[config.mk]
export PLATFORM = sky130hd
export DESIGN_NAME = acss_regs
export DESIGN_NICKNAME = d
export VERILOG_FILES = /design/src/core/acss_regs.v
export VERILOG_INCLUDE_DIRS = /design/src /design/src/core
export SDC_FILE = /design/constraint.sdc
export NUM_CORES = 1
export LEC_CHECK = 0
export BUFFER_PORTS_ARGS = -buffer_cell sky130_fd_sc_hd__buf_2
export CAP_MARGIN = 20
export CORE_ASPECT_RATIO = 2
export CORE_UTILIZATION = 55
export CTS_CLUSTER_DIAMETER = 120
export DETAILED_ROUTE_END_ITERATION = 8
export GPL_TIMING_DRIVEN = 1
export PLACE_DENSITY = 0.85
export SYNTH_ARGS = -nofsm -noshare
export SYNTH_HDL_FRONTEND = slang
export SYNTH_SLANG_ARGS = --single-unit
[constraint.sdc]
create_clock -name clock -period 3.1 [get_ports clock]
set_input_delay 0.62 -clock clock [delete_from_list [all_inputs] [get_ports clock]]
set_output_delay 0.62 -clock clock [all_outputs]
set_load 0.01 [all_outputs]
[src/core/acss_defines.vh]
// register map, field layout and reset values of the converter channel select block
// assumes a 32-bit apb slave with 12-bit byte addresses, one register per aligned word
`ifndef ACSS_DEFINES_VH
`define ACSS_DEFINES_VH
// address width and byte offsets
`define ACSS_ADDR_W 12
`define ACSS_OFF_SAMPLE 12'h000
`define ACSS_OFF_BANDGAP 12'h004
`define ACSS_OFF_HIT_HI 12'h008
`define ACSS_OFF_HIT_LO 12'h00C
`define ACSS_OFF_SCAN_HI 12'h010
`define ACSS_OFF_SCAN_LO 12'h014
`define ACSS_OFF_CONTROL 12'h018
`define ACSS_OFF_IRQ_STAT 12'h01C
`define ACSS_OFF_IRQ_MASK 12'h020
// sample select field positions
`define ACSS_B_NEG_HI 15
`define ACSS_B_NEG_LO 13
`define ACSS_B_POS_HI 12
`define ACSS_B_POS_LO 8
`define ACSS_A_NEG_HI 7
`define ACSS_A_NEG_LO 5
`define ACSS_A_POS_HI 4
`define ACSS_A_POS_LO 0
// band gap enable bit positions
`define ACSS_BG_SIXTH 2
`define ACSS_BG_HALF 1
`define ACSS_BG_FULL 0
// implemented-bit masks of the register words
`define ACSS_MASK_BANDGAP 16'h0007
`define ACSS_MASK_HIT_HI 16'h03FF
`define ACSS_MASK_SCAN_HI 16'h7FFF
`define ACSS_MASK_IRQ 16'h0007
// positive select codes of the internal band gap inputs
`define ACSS_CODE_BG_FULL 5'h1C
`define ACSS_CODE_BG_HALF 5'h1B
`define ACSS_CODE_BG_SIXTH 5'h1A
// channel count of buffered channels, and the number of the last scanned channel
`define ACSS_HIT_CHANNELS 26
`define ACSS_LAST_SCAN_CH 5'h1E
// compare mode value meaning write-or-match
`define ACSS_CM_WRITE_OR_MATCH 2'h3
// interrupt status bit positions
`define ACSS_IRQ_HIT 0
`define ACSS_IRQ_SCAN_DONE 1
`define ACSS_IRQ_NO_BUFFER 2
// reset value of every register
`define ACSS_RESET_WORD 16'h0000
`endif

[src/core/acss_regs.v]
// channel select, band gap enable, compare hit and scan select registers
// assumes an apb master on the same clock and a conversion core on the same clock
// assumes the conversion core answers each request with a one-cycle done pulse
//
// Design decisions made here: the APB slave port and the register addresses.
`timescale 1ns/100ps
`include "acss_defines.vh"

module acss_regs (
   input wire clock,
   input wire reset,
   // apb slave
   input wire psel,
   input wire penable,
   input wire pwrite,
   input wire [11:0] paddr,
   input wire [31:0] pwdata,
   input wire [3:0] pstrb,
   output wire pready,
   output reg [31:0] prdata,
   output reg pslverr,
   // analog multiplexer and reference controls
   output reg [4:0] muxPositiveSelect,
   output reg [2:0] muxNegativeSelect,
   output wire bandgapFullEnable,
   output wire bandgapHalfEnable,
   output wire bandgapSixthEnable,
   // scan sequencer towards the conversion core
   input wire scanStart,
   input wire convDone,
   output wire convRequest,
   output wire [4:0] convChannel,
   output wire scanBusy,
   // results coming back from the conversion core
   input wire resultValid,
   input wire [4:0] resultChannel,
   input wire compareMatch,
   output reg bufferWrite,
   output reg [4:0] bufferChannel,
   // interrupt
   output wire irq
);

   // sequencer states
   localparam ST_IDLE = 2'h0;
   localparam ST_FIND = 2'h1;
   localparam ST_CONV = 2'h2;

   // storage is kept at implemented widths only, so unimplemented bits
   // can never hold a stale one and always read back as zero
   // register storage
   reg [15:0] sampleSel_q; // both sample fields
   reg [2:0] bandgap_q; // reference enables
   reg [25:0] hit_q; // compare hit flags
   reg [25:0] hit_d;
   reg [30:0] scanBits_q; // scan include bits
   reg [1:0] compareMode_q; // compare mode field
   reg [2:0] irqStat_q; // sticky events
   reg [2:0] irqStat_d;
   reg [2:0] irqMask_q; // interrupt enables
   reg [1:0] state_q; // sequencer state
   reg [1:0] state_d;
   reg [4:0] scanIdx_q; // channel under scan
   reg [4:0] scanIdx_d;

   // all twelve address bits are decoded; an alias would let a stray
   // pointer move the multiplexer without raising an error
   // bus decode helpers
   wire setupPhase;
   wire writeAccess;
   wire [15:0] wrMask; // byte lanes as bit mask
   wire [15:0] wrData;
   reg [15:0] rdWord;
   reg rdHit; // address is mapped

   // codes 26 and up pick band gap taps and supply monitors; none of
   // them owns a result slot, so they may only raise a status bit
   // event helpers
   wire resultInternal; // code without buffer slot
   wire resultBuffered;
   wire hitCause;
   wire [25:0] hitSet;
   wire scanDone;

   // no wait states: the access phase always completes
   assign pready = psel & penable;
   assign setupPhase = psel & ~penable;
   assign writeAccess = psel & penable & pwrite;
   assign wrMask = {{8{pstrb[1]}}, {8{pstrb[0]}}};
   assign wrData = pwdata[15:0];

   // read multiplexer; unimplemented bits are padded with zero
   // the decode looks at paddr alone, so the word is ready in the setup
   // cycle and the access cycle only has to return it
   always @* begin
      rdHit = 1'b1;
      rdWord = `ACSS_RESET_WORD;
      case (paddr)
         `ACSS_OFF_SAMPLE: begin
            // both sample fields, all sixteen bits implemented
            rdWord = sampleSel_q;
         end
         `ACSS_OFF_BANDGAP: begin
            // three enables, upper bits read zero
            rdWord = {13'h0000, bandgap_q};
         end
         `ACSS_OFF_HIT_HI: begin
            // flags of channels 25..16
            rdWord = {6'h00, hit_q[25:16]};
         end
         `ACSS_OFF_HIT_LO: begin
            // flags of channels 15..0
            rdWord = hit_q[15:0];
         end
         `ACSS_OFF_SCAN_HI: begin
            // include bits of channels 30..16
            rdWord = {1'b0, scanBits_q[30:16]};
         end
         `ACSS_OFF_SCAN_LO: begin
            // include bits of channels 15..0
            rdWord = scanBits_q[15:0];
         end
         `ACSS_OFF_CONTROL: begin
            // compare mode field only
            rdWord = {14'h0000, compareMode_q};
         end
         `ACSS_OFF_IRQ_STAT: begin
            // pending events
            rdWord = {13'h0000, irqStat_q};
         end
         `ACSS_OFF_IRQ_MASK: begin
            // event enables
            rdWord = {13'h0000, irqMask_q};
         end
         default: begin
            // unmapped word answers zero with an error
            rdHit = 1'b0;
         end
      endcase
   end

   // read data and error are captured in the setup cycle so they come from flops;
   // a flag set during the access cycle shows on the next read, never lost
   // pslverr uses the same decode and keeps its value until the next setup cycle
   always @(posedge clock) begin
      if (reset) begin
         prdata <= 32'h0000_0000;
         pslverr <= 1'b0;
      end else if (setupPhase) begin
         prdata <= {16'h0000, rdWord};
         pslverr <= ~rdHit;
      end
   end

   // internal codes are the band gap taps and everything above them
   assign resultInternal = (resultChannel >= `ACSS_CODE_BG_SIXTH);
   assign resultBuffered = resultValid & ~resultInternal;
   // mode 11 counts any buffer write; other modes count matches only
   assign hitCause = (compareMode_q == `ACSS_CM_WRITE_OR_MATCH) ? 1'b1 : compareMatch;
   assign hitSet = (resultBuffered & hitCause) ? (26'h000_0001 << resultChannel) : 26'h000_0000;

   // hit flags: software writes zero to clear, ones are ignored, hardware set wins
   // clear first, then set, so a result landing in the clearing cycle
   // is not lost; software sees it on its next read
   always @* begin
      hit_d = hit_q;
      if (writeAccess && paddr == `ACSS_OFF_HIT_LO) begin
         // low word covers channels 15..0
         hit_d[15:0] = hit_q[15:0] & ~(wrMask & ~wrData);
      end
      if (writeAccess && paddr == `ACSS_OFF_HIT_HI) begin
         // high word covers channels 25..16
         hit_d[25:16] = hit_q[25:16] & ~(wrMask[9:0] & ~wrData[9:0]);
      end
      hit_d = hit_d | hitSet;
   end

   // interrupt status: write one to clear, a new event in the same cycle wins
   // events are taken before the mask, so masking hides but never loses them
   always @* begin
      irqStat_d = irqStat_q;
      if (writeAccess && paddr == `ACSS_OFF_IRQ_STAT && pstrb[0]) begin
         // write one to clear
         irqStat_d = irqStat_q & ~wrData[2:0];
      end
      if (|hitSet) begin
         // any new hit flag
         irqStat_d[`ACSS_IRQ_HIT] = 1'b1;
      end
      if (scanDone) begin
         // sequencer returned to idle
         irqStat_d[`ACSS_IRQ_SCAN_DONE] = 1'b1;
      end
      if (resultValid && resultInternal) begin
         // result on a channel without a slot
         irqStat_d[`ACSS_IRQ_NO_BUFFER] = 1'b1;
      end
   end

   // level interrupt while any enabled event is pending
   // a masked event stays pending and raises irq once unmasked
   assign irq = |(irqStat_q & irqMask_q);

   // software-writable registers with byte lanes
   always @(posedge clock) begin
      if (reset) begin
         // every implemented bit starts at zero
         sampleSel_q <= `ACSS_RESET_WORD;
         bandgap_q <= 3'h0;
         hit_q <= 26'h000_0000;
         scanBits_q <= 31'h0000_0000;
         compareMode_q <= 2'h0;
         irqStat_q <= 3'h0;
         irqMask_q <= 3'h0;
      end else begin
         // hit and status words take their next value on every edge
         hit_q <= hit_d;
         irqStat_q <= irqStat_d;
         if (writeAccess) begin
            case (paddr)
               `ACSS_OFF_SAMPLE: begin
                  // both sample a fields share this word with sample b
                  sampleSel_q <= (sampleSel_q & ~wrMask) | (wrData & wrMask);
               end
               `ACSS_OFF_BANDGAP: begin
                  if (pstrb[0]) begin
                     // the enables sit in the low lane
                     bandgap_q <= wrData[2:0];
                  end
               end
               `ACSS_OFF_SCAN_HI: begin
                  // bit 15 has no storage
                  scanBits_q[30:16] <= (scanBits_q[30:16] & ~wrMask[14:0]) | (wrData[14:0] & wrMask[14:0]);
               end
               `ACSS_OFF_SCAN_LO: begin
                  // one include bit per channel
                  scanBits_q[15:0] <= (scanBits_q[15:0] & ~wrMask) | (wrData & wrMask);
               end
               `ACSS_OFF_CONTROL: begin
                  if (pstrb[0]) begin
                     // applies from the next result on
                     compareMode_q <= wrData[1:0];
                  end
               end
               `ACSS_OFF_IRQ_MASK: begin
                  if (pstrb[0]) begin
                     // masking never clears a pending event
                     irqMask_q <= wrData[2:0];
                  end
               end
               default: begin
                  // hit and status words are handled above; others ignored
               end
            endcase
         end
      end
   end

   // reference enables drive the analog taps directly
   // they are not gated by the scan; software owns the taps
   assign bandgapSixthEnable = bandgap_q[`ACSS_BG_SIXTH];
   assign bandgapHalfEnable = bandgap_q[`ACSS_BG_HALF];
   assign bandgapFullEnable = bandgap_q[`ACSS_BG_FULL];

   // scan sequencer next state: walk channels 0..30, converting only included ones
   // a scan cannot be stopped by software; clearing the include bits
   // mid-scan only makes the remaining channels skip
   always @* begin
      state_d = state_q;
      scanIdx_d = scanIdx_q;
      case (state_q)
         ST_IDLE: begin
            // a start with no channel included is ignored
            if (scanStart && |scanBits_q) begin
               state_d = ST_FIND;
               scanIdx_d = 5'h00;
            end
         end
         ST_FIND: begin
            if (scanBits_q[scanIdx_q]) begin
               // included: convert it
               state_d = ST_CONV;
            end else if (scanIdx_q == `ACSS_LAST_SCAN_CH) begin
               // last channel passed: scan over
               state_d = ST_IDLE;
            end else begin
               // a skipped channel costs one cycle
               scanIdx_d = scanIdx_q + 5'h01;
            end
         end
         ST_CONV: begin
            // hold the request until the core reports the conversion done
            if (convDone) begin
               if (scanIdx_q == `ACSS_LAST_SCAN_CH) begin
                  // last channel converted
                  state_d = ST_IDLE;
               end else begin
                  // resume the search at the next channel
                  state_d = ST_FIND;
                  scanIdx_d = scanIdx_q + 5'h01;
               end
            end
         end
         default: begin
            // unused state code recovers to idle
            state_d = ST_IDLE;
         end
      endcase
   end

   // scan finishes when the last channel is passed or converted
   // a one-cycle pulse, taken only by the status word
   assign scanDone = (state_q != ST_IDLE) && (state_d == ST_IDLE);

   // sequencer state registers
   always @(posedge clock) begin
      if (reset) begin
         // start idle at channel zero
         state_q <= ST_IDLE;
         scanIdx_q <= 5'h00;
      end else begin
         state_q <= state_d;
         scanIdx_q <= scanIdx_d;
      end
   end

   // sequencer outputs come straight from its state flops
   assign convRequest = (state_q == ST_CONV);
   assign convChannel = scanIdx_q;
   assign scanBusy = (state_q != ST_IDLE);

   // positive select: the scan channel while scanning, else sample a; negative select always sample a;
   // the sample b fields are only stored, alternate sampling lives elsewhere
   always @(posedge clock) begin
      if (reset) begin
         muxPositiveSelect <= 5'h00;
         muxNegativeSelect <= 3'h0;
      end else begin
         if (state_q != ST_IDLE) begin
            // the sequencer owns the input while busy
            muxPositiveSelect <= scanIdx_q;
         end else begin
            // manual sampling uses the sample a code
            muxPositiveSelect <= sampleSel_q[`ACSS_A_POS_HI:`ACSS_A_POS_LO];
         end
         muxNegativeSelect <= sampleSel_q[`ACSS_A_NEG_HI:`ACSS_A_NEG_LO];
      end
   end

   // buffer write strobe: internal band gap codes have no slot, so no strobe
   // the channel travels with the strobe so the slot index lines up with it;
   // while the strobe is low the channel is of no meaning
   always @(posedge clock) begin
      if (reset) begin
         bufferWrite <= 1'b0;
         bufferChannel <= 5'h00;
      end else begin
         bufferWrite <= resultBuffered;
         bufferChannel <= resultChannel;
      end
   end

endmodule

# Word-level counts from Yosys, hierarchy flattened
# Cells that the tools add are included.
# op_classes
n_eq_ne,15
n_mux,24
n_shift,1
bitwise_logic,30
reduce_logical,26
n_lt_le_gt_ge,2
add_sub_neg,1
# op_table
op,n
16-bit one-hot mux with 9 select lines,1
16-bit bitwise AND,5
12-bit by 5-bit == test with 1-bit output (second input constant),4
16-bit NOT,3
16-bit OR,2
31-bit OR reduction,1
15-bit bitwise AND,2
26-bit 2-to-1 mux,1
26-bit OR,1
26-bit OR reduction,1
1-bit by 5-bit left shift with 26-bit output (first input constant),1
5-bit 2-to-1 mux,5
12-bit by 4-bit == test with 1-bit output (second input constant),2
10-bit bitwise AND,2
10-bit NOT,2
16-bit 2-to-1 mux,1
15-bit NOT,1
15-bit OR,1
5-bit one-hot mux with 3 select lines,1
12-bit by 3-bit == test with 1-bit output (second input constant),1
12-bit by 6-bit == test with 1-bit output (second input constant),1
12-bit logical NOT,1
10-bit 2-to-1 mux,1
3-bit AND reduction,3
24 further kinds,55
# totals
output_inout_bits,59
input_bits,62
word_cells,117
reg_bits,122

# Longest topological paths before layout
# depth
word_depth,7
ltp_mapped,9

# Worst setup path before layout
# No wires, ideal clock.
# synth_path
path_type,input to register
startpoint,input paddr[1]
endpoint,register (tool-made name)
slack_ps,272
arrival_ps,2700
setup_time_ps,128
path_buffers,1
stages,7
cell_sequence,or4_1 -> clkbuf_1 -> or3_1 -> or3_1 -> nor2_2 -> mux2i_1 -> nor2_1
# synth_lines
item,line,rtl
"start, declared",acss_regs.v:16,"input wire [11:0] paddr,"

# Worst setup path after layout
# layout_path
startpoint,register scanIdx_q[0] (netlist: convChannel[0])
endpoint,register scanIdx_q[2] (netlist: convChannel[2])
# layout_between
elab_chain_len,4
# layout_lines
item,line,rtl
"start, declared",acss_regs.v:63,reg [4:0] scanIdx_q;
"start signal, assigned",acss_regs.v:323,scanIdx_q <= scanIdx_d;
1-bit binary-select mux with 5-bit select (tied with other cells),acss_regs.v:280,if (scanBits_q[scanIdx_q]) begin
1-bit 2-to-1 mux (not written as such) / 5-bit 2-to-1 mux (equally long branches),"acss_regs.v:280, acss_regs.v:283, acss_regs.v:294",
2-bit inequality test (no line) (tied with other cells),--,
4-bit AND reduction (no line) / 5-bit one-hot mux with 3 select lines (equally long branches),--,
# Parallel ways exist; a longest one is shown, timed or not. The select of a mux whose other input is x is not followed.
# A chain may end at the register's enable or synchronous reset.

==> key figures <==
Global route
  • Maximum number of pins on one net before global-route repair: 79
  • Initial antenna violation count: 0
  • Wire length of the first global-routing pass: between 20,000 and 30,000 um
  • Met3 usage: 0.0763
  • Vias in the first global route: around 5,700
  • Met2 capacity usage during global routing: 0.567
  • GRT Max-Usage Layer: met2
  • Total congestion overflow after global routing: 0
  • Global-route total usage across every layer: 0.332
  • M1 GR Usage: 0.349

Drt
  • Per-cell via count in the routed design: 6.21
  • Detail Route Antenna Nets: 0
  • Starting DRT DRC Count: roughly 520
  • Count of vias placed by the detailed router: roughly 5,700
  • Drt drc: 0
  • Final wirelength: ~17,000 um
  • Routed wirelength normalized by instance count: 18.8 um
  • Number of optimization iterations in the first detailed-route pass: 5

STA
  • Setup ws final: about 340 ps
  • Tightest slew margin relative to the limit: 0.310
  • Crit path time final: ~2800 ps
  • Setup tns final: 0 ps
  • Final setup fails: 0
  • Number of endpoints with negative hold slack in the final report: 0
  • Worst-case hold slack: 464 ps
  • Post-route fraction of the period consumed by the critical path: 0.891
  • Post-route clock skew: 5.72 ps
  • Final Slew Violations: 0
  • Slew at the pin closest to its max-slew limit: about 1000 ps
  • Fmax: between 300 and 400 MHz
  • RSZ-0062 raised after global routing: false

Logic synthesis
  • Unique cell type count in the Yosys netlist: 57
  • Number of synthesized flops with an enable pin: 0
  • Cell Area, Synth: 5810 sq um
  • Main flop type after synthesis: dfxtp_1
  • Syn_area_per_cell: around 8.4 sq um
  • Sequential fraction of the synthesis area: 0.420
  • Number of instances in the synthesized netlist: 688
  • Seq cells post-synth: between 100 and 150
  • Count of yosys warnings during synthesis: 0
  • FFs w/ async S/R, synth: 0

Clock tree
  • Cts bufs inserted: 17
  • Hold buffer count at cts: 0
  • Clock tree from TritonCTS: yes
  • CTS clk-pin slew, worst paths: about 50 ps
  • H-Tree Level Count: 4
  • Worst-case clock buffer depth: 2
  • CTS root buf: clkbuf_16
  • CTS resizes: 0
  • Buffer count from post-CTS setup fixing: 0
  • Later-pin clock latency in the skew report: 410 ps
  • Number of clock sinks seen by CTS: 122

Floorplan
  • Initial standard-cell utilization of the core: 0.569
  • Core region area: slightly above 10,000 sq um
  • I/O pin count: 121
  • X dimension of the die: about 75 um
  • Die Outline Area: about 11,000 sq um
  • Number of rows created at floorplan: 52
  • Die Height: between 100 and 150 um

Setup path
  • Ordered cell list for the critical path: mux4_1, mux4_2, or2_1, and4_4, or4_1, a21oi_1
  • CP Class: reg -> reg
  • Critical path endpoint: convChannel[2]$_SDFFE_PP0P_
  • Critical path's slowest cell: mux4_1
  • Number of cells traversed by the worst register-to-register path: 6
  • Critical-path maximum fanout: 7
  • RR Startpoint: convChannel[0]$_SDFFE_PP0P_
  • CP startpoint kind: flop
  • Largest stage delay, worst path: between 500 and 600 ps
  • Req. time, crit path: roughly 3400 ps
  • Kind of end point of the critical path: flop
  • Worst reg2reg endpoint: convChannel[2]$_SDFFE_PP0P_
  • Setup slack, reg-to-reg: between 300 and 400 ps
  • Data arrival time of the critical path: slightly above 3000 ps
  • Beginning of the critical path: convChannel[0]$_SDFFE_PP0P_

Finish
  • Layout overhead on the synthesized area: 19.3%
  • Nets@finish: 841
  • Sequential standard cell area: ~2400 sq um
  • Utilization after layout: 0.679
  • Inserted Diodes: 0
  • Total area of multi-input combinational cells: 3100 sq um
  • Share of post-route cells with drive strength above 1: 0.191
  • Final cell area excluding filler cells: between 6000 and 7000 sq um
  • Final standard cell count with taps included and fillers excluded: about 920
  • Fill count: 831

Run
  • Max-cap violations: 0

Power and ir drop
  • Leak Pwr: ~2.7 nW
  • Power Density: between 500 and 600 nW/um^2
  • Power after layout: roughly 3.7 mW
  • Worst VDD drop: 404 uV

Place
  • Post-Place Worst Slack: around 180 ps
  • Gpl congestion: roughly 0.96
  • HPWL after detailed placement: approximately 12,000 um
  • I/O Buffers: 86
  • Inst Count DP: approximately 890
  • Placed standard-cell area: between 6000 and 7000 sq um

Worst hold path
  • Type of the worst min-delay path: reg -> reg

Run status
  • Outcome: finished, final reports clean
logic make-up (layout without fill, tap and decap cells):
family                     count (synthesis)  count (layout)  share of synthesized area
and+or+nand+nor                          279             279                      0.228
AOI/OAI and AO/OA                        159             159                      0.170
DFF                                      122             122                      0.420
buffers and inverters                     67             148                     0.0562
muxes                                     54              54                      0.112
adders and majority gates                  6               6                     0.0129
other                                      1              16                   0.000645
area by class of cell:
class	instances	share of cell area
clock inverter	7	0.0132
inverter	8	0.00433
sequential	122	0.352
timing repair buffer	110	0.0884
tap	135	0.0244
clock buffer	23	0.0704
multi-input combinational	514	0.447
worst min-delay path by stage:
| stage | start | depth (start not counted) | endpoint |
|---|---|---|---|
| final | prdata[4]$_SDFFE_PP0P_ | 2 | prdata[4]$_SDFFE_PP0P_ |
| after global routing | prdata[4]$_SDFFE_PP0P_ | 2 | prdata[4]$_SDFFE_PP0P_ |
| after CTS | prdata[4]$_SDFFE_PP0P_ | 2 | prdata[4]$_SDFFE_PP0P_ |
| after detailed placement | prdata[4]$_SDFFE_PP0P_ | 2 | prdata[4]$_SDFFE_PP0P_ |
| after global placement | prdata[4]$_SDFFE_PP0P_ | 2 | prdata[4]$_SDFFE_PP0P_ |
| after floorplan | flop | 2 | flop |
layout by cell type, fill, tap and decap left out, drive strengths merged, types with 8 or more instances in the layout:
master	instances
mux2i	45
nor2	64
dfxtp	122
nand2	106
buf	110
conb	16
clkbuf	23
and2	9
inv	8
a21oi	62
nor3	9
a22oi	14
nor4	12
nand3	25
o21ai	39
mux4	8
nor2b	16
synthesized netlist by cell type (2+ instances only):
library cell	number	area, sq um
a211oi_1	2	15.0
a21o_1	2	15.0
a21oi_1	62	310
a221o_1	7	70.1
a221oi_1	4	35.0
a222oi_1	3	30.0
a22o_1	6	52.6
a22oi_1	14	105
a2bb2oi_1	4	35.0
a31oi_1	4	25.0
a32oi_1	2	17.5
and2_1	8	50.1
and3_1	4	25.0
buf_4	16	120
buf_6	2	22.5
clkbuf_1	40	150
dfxtp_1	122	2440
ha_1	6	75.1
inv_1	8	30.0
mux2i_1	45	450
mux4_1	3	78.8
mux4_2	5	113
nand2_1	106	398
nand2b_1	7	43.8
nand3_1	25	125
nand4_1	4	25.0
nor2_1	63	236
nor2b_1	16	100
nor3_1	8	40.0
nor3b_1	5	37.5
nor4_1	12	75.1
o21ai_0	36	180
o21ai_1	3	15.0
o2bb2ai_1	2	17.5
o31ai_1	2	15.0
or2_1	2	12.5
or3_1	4	25.0
or4_1	5	37.5
layer usage:
metal  share of wire  vias to the layer above  wire [um]
met1            0.35                     2684       5970
met2            0.53                      339       9110
met5               0                        -          0
met4           0.054                        0        935
li1                -                     2595          -
met3           0.071                       86       1230
worst max-delay path, delay by kind of cell, from the launching register on:
| family | cells | cell delay, ps |
|---|---|---|
| AND/OR/NAND/NOR | 3 | 980 |
| flip-flops | 1 | 490 |
| AO/OA/AOI/OAI | 1 | 180 |
| multiplexers | 2 | 1040 |
power breakdown:
group	switching [mW]	internal, mW	leakage (nW)
Clock	0.687	1.26	0.285
Combinational	0.121	0.0507	1.45
Sequential	0.00540	1.58	0.985
Total	0.813	2.89	2.72
No activity file was read; power rests on OpenSTA's default activity.
